<file path="src/rtl/sbp_pkg.sv">
package sbp_pkg;

  // Register bus geometry
  localparam int unsigned ADDR_W = 8;
  localparam int unsigned DATA_W = 8;
  localparam int unsigned PINS_N = 6;

  // Register offsets
  localparam logic [7:0] PIN_DATA_OFS  = 8'h05;
  localparam logic [7:0] DIRECTION_OFS = 8'h85;
  localparam logic [7:0] PERIPH_EN_OFS = 8'h86;

  // Field positions
  localparam int unsigned TIMER_CLK_BIT  = 4;
  localparam int unsigned SER_SEL_BIT    = 5;
  localparam int unsigned EN_TIMER_BIT   = 0;
  localparam int unsigned EN_SERIAL_BIT  = 1;

  // Pin masks
  localparam logic [5:0] PIN_BITS_ALL = 6'h3F;

  // Reset values
  localparam logic [5:0] DIRECTION_RST = 6'h3F;
  localparam logic [5:0] LATCH_RST     = 6'h00;
  localparam logic [1:0] PERIPH_EN_RST = 2'h0;
  localparam logic [7:0] RDATA_RST     = 8'h00;

  // Taps toward the sharing peripherals
  typedef struct packed {
    logic timer_clk;
    logic serial_sel_n;
    logic timer_owned;
    logic serial_owned;
  } sbp_taps_type;

  // Pin bundle toward the board
  typedef struct packed {
    logic [5:0] out;
    logic [5:0] oe;
  } sbp_pin_drive_type;

  // Register bus request
  typedef struct packed {
    logic [7:0] addr;
    logic [7:0] wdata;
    logic       wr;
    logic       rd;
  } sbp_bus_req_type;

endpackage

</file>
<file path="src/rtl/sbp_six_bit_io_port.sv">
// Overview of operation
// Six pins, each input or output
// Direction one releases the pin driver
// Direction zero drives the output latch
// Reads give pin levels; writes hit latches
// Writes merge into sampled pin levels
// Pin four only pulls low
// Pin four feeds timer external clock
// Pin five feeds serial slave select
// Enabled peripheral takes its pin
// Bits seven and six read zero
`timescale 1ns/10ps
module sbp_six_bit_io_port
  import sbp_pkg::*;
(
  // Clock and reset
  input  wire logic             MCLK_I,
  input  wire logic             RESETN_I,
  // Register port
  input  wire logic [7:0]       ADDR_I,
  input  wire logic [7:0]       WDATA_I,
  input  wire logic             WR_I,
  input  wire logic             RD_I,
  output logic      [7:0]       RDATA_O,
  // Pins
  input  wire logic [5:0]       PIN_I,
  output logic      [5:0]       PIN_O,
  output logic      [5:0]       PIN_OE_O,
  // Shared peripheral taps
  output logic                  TIMER_EXT_CLK_O,
  output logic                  SERIAL_SELECT_N_O,
  output logic                  TIMER_PIN_OWNED_O,
  output logic                  SERIAL_PIN_OWNED_O
);

  // Reset synchroniser stages
  logic [1:0]        rst_sync_r;
  logic              rst_n;

  // Register bus request, bundled
  sbp_bus_req_type   bus_req;
  logic              wr_data_hit;
  logic              wr_dir_hit;
  logic              wr_en_hit;
  logic              rd_any;

  // Output latches
  logic [5:0]        latch_r;
  logic [5:0]        latch_nxt;

  // Direction bits, one means input
  logic [5:0]        direction_r;
  logic [5:0]        direction_nxt;

  // Peripheral enable bits
  logic [1:0]        periph_en_r;
  logic [1:0]        periph_en_nxt;

  // Read data path
  logic [7:0]        rdata_r;
  logic [7:0]        rdata_nxt;

  // Pin ownership, sampling and drive
  logic [5:0]        gpio_mask;
  logic [5:0]        write_mask;
  logic [5:0]        pin_sample;
  sbp_pin_drive_type drive;

  // Peripheral taps, bundled
  sbp_taps_type      taps;

  // Decode of a register hit
  function automatic logic hit(input logic [7:0] a,
                               input logic [7:0] ofs);
    hit = (a == ofs);
  endfunction

  // Written bits replace sampled pin levels
  function automatic logic [5:0] merge_bits(input logic [5:0] pins,
                                            input logic [5:0] data,
                                            input logic [5:0] mask);
    // Only masked bits take the new value
    merge_bits = (pins & ~mask) | (data & mask);
  endfunction

  // Six-bit register widened to the bus
  function automatic logic [7:0] widen6(input logic [5:0] v);
    widen6 = {2'h0, v};
  endfunction

  // Push-pull pin drives while output and owned
  function automatic logic push_pull_oe(input logic dir,
                                        input logic owned);
    push_pull_oe = ~dir & owned;
  endfunction

  // Open-drain pin drives only a low latch
  function automatic logic open_drain_oe(input logic dir,
                                         input logic lat,
                                         input logic owned);
    open_drain_oe = ~dir & ~lat & owned;
  endfunction

  // Whether a pin is left to general purpose use
  function automatic logic pin_is_gpio(input int         idx,
                                       input logic [1:0] en);
    case (idx)
      TIMER_CLK_BIT: begin
        pin_is_gpio = ~en[EN_TIMER_BIT];
      end
      SER_SEL_BIT: begin
        pin_is_gpio = ~en[EN_SERIAL_BIT];
      end
      default: begin
        pin_is_gpio = 1'b1;
      end
    endcase
  endfunction

  // Reset release through two flops
  always_ff @(posedge MCLK_I or negedge RESETN_I) begin
    if (!RESETN_I) begin
      // Hold the copy low while reset stands
      rst_sync_r <= 2'h0;
    end else begin
      rst_sync_r <= {rst_sync_r[0], 1'b1};
    end
  end

  // Internal reset copy for all other flops
  assign rst_n = rst_sync_r[1];

  // Bus request bundle
  always_comb begin
    bus_req.addr  = ADDR_I;
    bus_req.wdata = WDATA_I;
    bus_req.wr    = WR_I;
    bus_req.rd    = RD_I;
  end

  // Data register write
  assign wr_data_hit = bus_req.wr & hit(bus_req.addr, PIN_DATA_OFS);

  // Direction register write
  assign wr_dir_hit  = bus_req.wr & hit(bus_req.addr, DIRECTION_OFS);

  // Enable register write
  assign wr_en_hit   = bus_req.wr & hit(bus_req.addr, PERIPH_EN_OFS);

  // Read strobe
  assign rd_any      = bus_req.rd;

  // Pins left to general purpose use
  // peripheral pin ownership
  always_comb begin
    gpio_mask = PIN_BITS_ALL;
    for (int i = 0; i < int'(PINS_N); i++) begin
      // Owned pins are never driven here
      gpio_mask[i] = pin_is_gpio(i, periph_en_r);
    end
  end

  // pin levels seen by a write
  assign pin_sample = PIN_I;

  // A byte write addresses all six bits
  assign write_mask = PIN_BITS_ALL;

  // Next latch value
  // merge with pins
  always_comb begin
    // Untouched unless written
    latch_nxt = latch_r;
    if (wr_data_hit) begin
      // writes hit latches
      latch_nxt = merge_bits(pin_sample, bus_req.wdata[5:0], write_mask);
    end
  end

  // Output latches
  always_ff @(posedge MCLK_I or negedge rst_n) begin
    if (!rst_n) begin
      // Latches start cleared
      latch_r <= LATCH_RST;
    end else begin
      latch_r <= latch_nxt;
    end
  end

  // Next direction value, upper bits dropped
  // per pin direction
  always_comb begin
    // Hold unless written
    direction_nxt = direction_r;
    if (wr_dir_hit) begin
      // bits seven, six ignored
      direction_nxt = bus_req.wdata[5:0];
    end
  end

  // Direction register
  always_ff @(posedge MCLK_I or negedge rst_n) begin
    if (!rst_n) begin
      // All pins start as inputs
      direction_r <= DIRECTION_RST;
    end else begin
      direction_r <= direction_nxt;
    end
  end

  // Next peripheral enable value
  always_comb begin
    // Hold unless written
    periph_en_nxt = periph_en_r;
    if (wr_en_hit) begin
      periph_en_nxt = bus_req.wdata[1:0];
    end
  end

  // Peripheral enable register
  always_ff @(posedge MCLK_I or negedge rst_n) begin
    if (!rst_n) begin
      // Both pins start with the port
      periph_en_r <= PERIPH_EN_RST;
    end else begin
      periph_en_r <= periph_en_nxt;
    end
  end

  // Pin drivers
  always_comb begin
    // Released pins default to input
    drive.out = 6'h00;
    drive.oe  = 6'h00;
    for (int i = 0; i < int'(PINS_N); i++) begin
      if (i == int'(TIMER_CLK_BIT)) begin
        // open drain: never drive high
        drive.out[i] = 1'b0;
        drive.oe[i]  = open_drain_oe(direction_r[i], latch_r[i], gpio_mask[i]);
      end else begin
        // drive latch value
        drive.out[i] = latch_r[i];
        // direction one releases
        drive.oe[i]  = push_pull_oe(direction_r[i], gpio_mask[i]);
      end
    end
  end

  // Pin bundle to the ports
  assign PIN_O    = drive.out;
  assign PIN_OE_O = drive.oe;

  // Read data, one cycle after the strobe
  always_comb begin
    rdata_nxt = RDATA_RST;
    if (rd_any) begin
      case (bus_req.addr)
        // read pin levels
        PIN_DATA_OFS: begin
          rdata_nxt = widen6(PIN_I);
        end
        // upper bits zero
        DIRECTION_OFS: begin
          rdata_nxt = widen6(direction_r);
        end
        // Enable register, upper bits zero
        PERIPH_EN_OFS: begin
          rdata_nxt = {6'h00, periph_en_r};
        end
        // Unmapped addresses read zero
        default: begin
          rdata_nxt = RDATA_RST;
        end
      endcase
    end
  end

  // Read data register
  always_ff @(posedge MCLK_I or negedge rst_n) begin
    if (!rst_n) begin
      // Bus reads zero in reset
      rdata_r <= RDATA_RST;
    end else begin
      rdata_r <= rdata_nxt;
    end
  end

  // Read data port
  assign RDATA_O = rdata_r;

  // Peripheral tap values
  always_comb begin
    // timer clock tap
    taps.timer_clk    = PIN_I[TIMER_CLK_BIT];
    // serial select tap
    taps.serial_sel_n = PIN_I[SER_SEL_BIT];
    // ownership flags
    taps.timer_owned  = periph_en_r[EN_TIMER_BIT];
    taps.serial_owned = periph_en_r[EN_SERIAL_BIT];
  end

  // Taps to the ports
  assign TIMER_EXT_CLK_O    = taps.timer_clk;
  assign SERIAL_SELECT_N_O  = taps.serial_sel_n;
  assign TIMER_PIN_OWNED_O  = taps.timer_owned;
  assign SERIAL_PIN_OWNED_O = taps.serial_owned;

endmodule

</file>
<file path="config.mk">
export PLATFORM = sky130hd
export DESIGN_NAME = sbp_six_bit_io_port
export DESIGN_NICKNAME = d
export VERILOG_FILES = /design/src/rtl/sbp_pkg.sv /design/src/rtl/sbp_six_bit_io_port.sv
export SDC_FILE = /design/constraint.sdc
export NUM_CORES = 1
export LEC_CHECK = 0
export ABC_AREA = 1
export BUFFER_PORTS_ARGS = -buffer_cell sky130_fd_sc_hd__buf_2
export CORE_MARGIN = 5
export CORE_UTILIZATION = 46
export DETAILED_ROUTE_END_ITERATION = 12
export GPL_TIMING_DRIVEN = 0
export PLACE_DENSITY = 0.76
export SYNTH_ARGS = -nofsm -noshare
export SYNTH_HDL_FRONTEND = slang
export SYNTH_SLANG_ARGS = --single-unit
</file>
<file path="constraint.sdc">
create_clock -name MCLK_I -period 0.9 [get_ports MCLK_I]
set_input_delay 0 -clock MCLK_I [delete_from_list [all_inputs] [get_ports MCLK_I]]
set_output_delay 0 -clock MCLK_I [all_outputs]
set_load 0.03 [all_outputs]
</file>
Word level (Yosys, flattened, before mapping):

Index checks and enable logic that the tools add are counted.

* bits in registers: 24
* bits in latches: 0
* RAM bits: 0
* bits in read-only memories: 0
* bits of input ports: 26
* output and inout port bits: 24
* logic and storage cells: 25
* memories: 0

* add/sub/neg operators: 0
* $mul: 0
* div/mod/pow operators: 0
* $lt $le $gt $ge: 0
* eq/ne operators: 3
* shifts and indexed selects: 0
* muxes and demuxes: 2
* bitwise gates (word level): 15
* reductions and logical operators: 0

Operator list (count)
* case mux 6 bit (3 select lines): 1
* equality test 8 bit, second input constant: 2
* inverter 1 bit: 9
* equality test 8 x 3 -> 1 bit, second input constant: 1
* 2-to-1 mux 8 bit: 1
* AND 1 bit: 6

Logic depth before layout (Yosys ltp):

* word-level depth: 3
* gate-level depth with buffers: 7
* depth with buffers taken out: 7

Worst setup path before layout:

No wires, ideal clock.

* kind: register -> output
* from: register periph_en_r[0]
* to: output port PIN_OE_O[4]
* arrival time: 1232 ps
* data required time: 900 ps
* path slack: -332 ps
* stages on the path, launching flop included: 2
* path buffers: 0
* cell sequence: dfrtp_1 nor3_1

* cells in the longest elaborated chain, start to end: 2

Ends and longest elaborated chain
* from (decl): RTL line sbp_six_bit_io_port.sv:56 `logic [1:0] periph_en_r;`
* from (signal assigned): RTL line sbp_six_bit_io_port.sv:226 `periph_en_r <= periph_en_nxt;`
* inverter 1 bit: RTL line sbp_six_bit_io_port.sv:109 `pin_is_gpio = ~en[EN_TIMER_BIT];`
* AND 1 bit: RTL line sbp_six_bit_io_port.sv:101 `open_drain_oe = ~dir & ~lat & owned;`
* to (decl): RTL line sbp_six_bit_io_port.sv:28 `output logic [5:0] PIN_OE_O,`

Every way passes these cells.

Worst setup path after layout:

* from: register direction_r[4]
* to: output port PIN_OE_O[4]

* cells in the longest elaborated chain, start to end: 3

Ends and longest elaborated chain
* from (decl): RTL line sbp_six_bit_io_port.sv:52 `logic [5:0] direction_r;`
* from (signal assigned): RTL line sbp_six_bit_io_port.sv:207 `direction_r <= direction_nxt;`
* inverter 1 bit
* AND 1 bit (2 in series): RTL line sbp_six_bit_io_port.sv:101

Every way passes these cells.

==> results.yml <==
grt:
  grt_max_degree: 21
  grt_use_total_pct: 15.7
  gr-usage-met2_pct: 27.8
  top_usage_layer: "met2"
  antenna_found_initial: 0
  grt_pass1_wl_mm: 4.27
  grt_pass1_vias: 989
  use_met3_pct: 4.36
  grt_use_met1_pct: 19.1
  gr-total-overflow: 0
logic_synthesis:
  synthSimpleGateAreaFrac_pct: 29.8
  netlist.area_leader.share_pct: 35.4
  yosys_warnings: 0
  synthCells: 126
  synth_most_common_cell: "nand2_1"
  async_reset_ff_share_pct: 100
  synth_largest_area_cell: "dfrtp_1"
  syn_area_sq_mm: 0.00113
  synth_ff_type: "dfrtp_1"
  synth_area_leaders: "dfrtp_1 (35%), dfstp_2 (14%), nand2_1 (10%)"
  synth_top_family_by_area: "simple AND/OR/NAND/NOR gates"
  synth_edf_count: 0
  muxShareOfSynthArea_pct: 0
  synthAdderAreaFrac_pct: 0
  synth_compound_area_share_pct: 7.96
  avgSynthCellArea_sq_um: 8.98
  synth.distinct_cells: 18
  synth_common_cells: "nand2_1 (30), dfrtp_1 (16), inv_1 (15)"
  yosysSeqAreaShare_pct: 49.3
  synth_seq_cells: 22
  synth-xor-area-share_pct: 0
timing:
  fmax_mhz: 945
  setup_viol: 11
  drv_slew: 0
  final.setup_skew_ns: 0.000788
  fin_setup_tns_ns: -0.899
  rsz0062_at_grt: "true"
  min_period_ns: 1.06
  hold_viol: 0
  layout_setup_ws_ns: -0.158
  fin_crit_sh_pct: 118
  hold_slack_ns: 0.0447
worst_setup_path:
  cp-end-kind: "primary output"
  max_stage_delay_ns: 0.58
  reg2reg_from: "direction_r[1]"
  path_max_fanout: 2
  worstPathCellList: "nor3_4 > buf_6"
  reg2reg_to: "RDATA_O[1]"
  cp.arrival_ns: 1.06
  rrSetupSlack_ns: -0.06
  crit_slowest_cell: "dfstp_2"
  crit_type: "register to primary output"
  required_ns: 0.90
  rr_worst_depth: 5
  cp-start-kind: "register"
final_layout:
  drive_above_1_share_pct: 53.3
  final-seq-area_sq_um: 561
  fin_area_sq_mm: 0.00178
  synthToLayoutAreaGrowth_pct: 57.7
  diodes: 0
  multi_input_area_sq_um: 517
  finalNetCount: 222
  fillers: 176
floorplan:
  die_x_microns: 59.6
  design.portCount: 50
  die-area_sq_mm: 0.00355
  rows: 18
  start_util_pct: 46.9
  core_area_sq_mm: 0.00241
  die_h_microns: 59.6
run_status:
  violations: "negative setup slack"
  status: "complete, but fails checks"
routing:
  drt_iter0_drc: 37
  viasPerCell: 4.53
  routed_wl_mm: 2.65
  vias: 1019
  routedWlPerCell_microns: 11.8
  route.detailed.drc: 0
  drt_first_pass_iters: 4
  ant_nets: 0
flow_run:
  cap_violations: 0
hold_path:
  hold_path_class: "input port to register"
  hp-start: "WR_I"
  worstHoldPathCells: 3
  hold_end: "periph_en_r[1]"
placed_design:
  dpl-instance-area_sq_mm: 0.00141
  gp_congestion: 0.756
  dpl.hpwl_mm: 1.88
  portBuffers: 44
power_and_ir_drop:
  power_frac_clock_pct: 24.4
  vdd_ir_drop_max_mv: 1.05
  power_density_mw_per_mm2: 1200
  p_leak_nw: 1.04
  p_sw_mw: 0.595
  p_seq_share_pct: 51.0
  sw_frac_of_total_pct: 27.8
  comb_power_share_pct: 24.5
  intPower_mw: 1.55
  p_total_mw: 2.14
clock_tree:
  cts_inserted_buffers: 3
  path_clk_slew_ns: 0.11
  clk_latency_ns: 0.29
  htree_num_levels: 1
  clock_path_buffers: 2
  cts_tree: "done"
  cts_sinks: 22
  root_buffer: "clkbuf_4"
layout make-up:
cell class | instances | area share [%]
repair buffers | 68 | 29.8
flip-flops and latches | 22 | 31.4
inverters | 17 | 3.58
plain buffers | 5 | 2.10
well taps | 30 | 2.10
multi-input cells | 79 | 29.0
clock buffers | 4 | 2.03
cell usage in the layout (no fill, tap or decap):
master and n:
clkbuf_8 1, nand2_1 28, o21ai_2 4, a21oi_2 1, nor2_2 1, nor2_4 1, nand3_4 1, nand3_2 4
clkbuf_4 3, nand2_4 4, or2_4 1, buf_4 13, inv_1 10, o21ai_1 3, inv_2 7, o21ai_0 7
dfrtp_2 2, nand2_2 3, dfstp_2 6, buf_6 17, a21oi_1 3, conb_1 4, dfrtp_1 14, nand3_1 8
dlygate4sd3_1 13, nor2_1 1, nor3_4 1, buf_2 30, nor2_8 4
through the flow:
step | utilization [%] | worst slack (ns) | std cells
2_1_floorplan | - | -0.0120 | 128
3_3_place_gp | 58.5 | -0.0635 | 202
3_5_place_dp | 58.5 | -0.0869 | 202
4_1_cts | 70.5 | -0.170 | 223
5_1_grt | 74.0 | -0.215 | 225
6_report | 74.0 | -0.158 | 225
power groups by stage:
stage / sequential [mW] / combinational, mW / clock, mW
2_1_floorplan: 1.10 / 0.238 / 0
3_3_place_gp: 1.10 / 0.360 / 0
3_5_place_dp: 1.11 / 0.366 / 0
4_1_cts: 1.09 / 0.493 / 0.541
5_1_grt: 1.10 / 0.561 / 0.589
6_report: 1.09 / 0.525 / 0.523
flip-flops by register name, summed over array words and instances (netlist names):
signal,count
RDATA_O,6
periph_en_r,2
latch_r,6
rst_sync_r,2
direction_r,6
metal layers:
metal | share of wire [%] | routed length (microns) | vias up
met5 | 0 | 0 | -
li1 | - | - | 522
met3 | 9.6 | 255 | 2
met1 | 40 | 1060 | 459
met2 | 50 | 1320 | 36
met4 | 0.68 | 18 | 0
worst max-delay path by stage:
stage	start	to	slack [ns]	depth (start not counted)
after floorplan	periph_en_r[0]	RDATA_O[0]	-0.01	4
after global placement	ADDR_I[6]	latch_r[2]	-0.06	6
after detailed placement	ADDR_I[6]	latch_r[2]	-0.09	6
after CTS	latch_r[4]	PIN_OE_O[4]	-0.17	2
after global routing	latch_r[4]	PIN_OE_O[4]	-0.21	2
final	direction_r[4]	PIN_OE_O[4]	-0.16	2
cell families after synthesis:
group | count (synthesis)
AOI/OAI and AO/OA | 18
other | 2
buffers and inverters | 27
DFF | 22
and+or+nand+nor | 57
worst max-delay path: cells and delay by family (launching register included):
kind	cells	cell delay [ns]
simple gates	1	0.05
flops	1	0.58
buf+inv	1	0.13
timing repair:
action | CTS | global route
resized for setup | 34 | 23
pin swaps | 4 | 10
endpoints found under the hold margin | 22 | 0
endpoints found under the setup margin | 13 | 33
buffers inserted | 9 | 4
hold buffers | 13 | 0
Note: power is estimated with default switching activity, not from simulation.
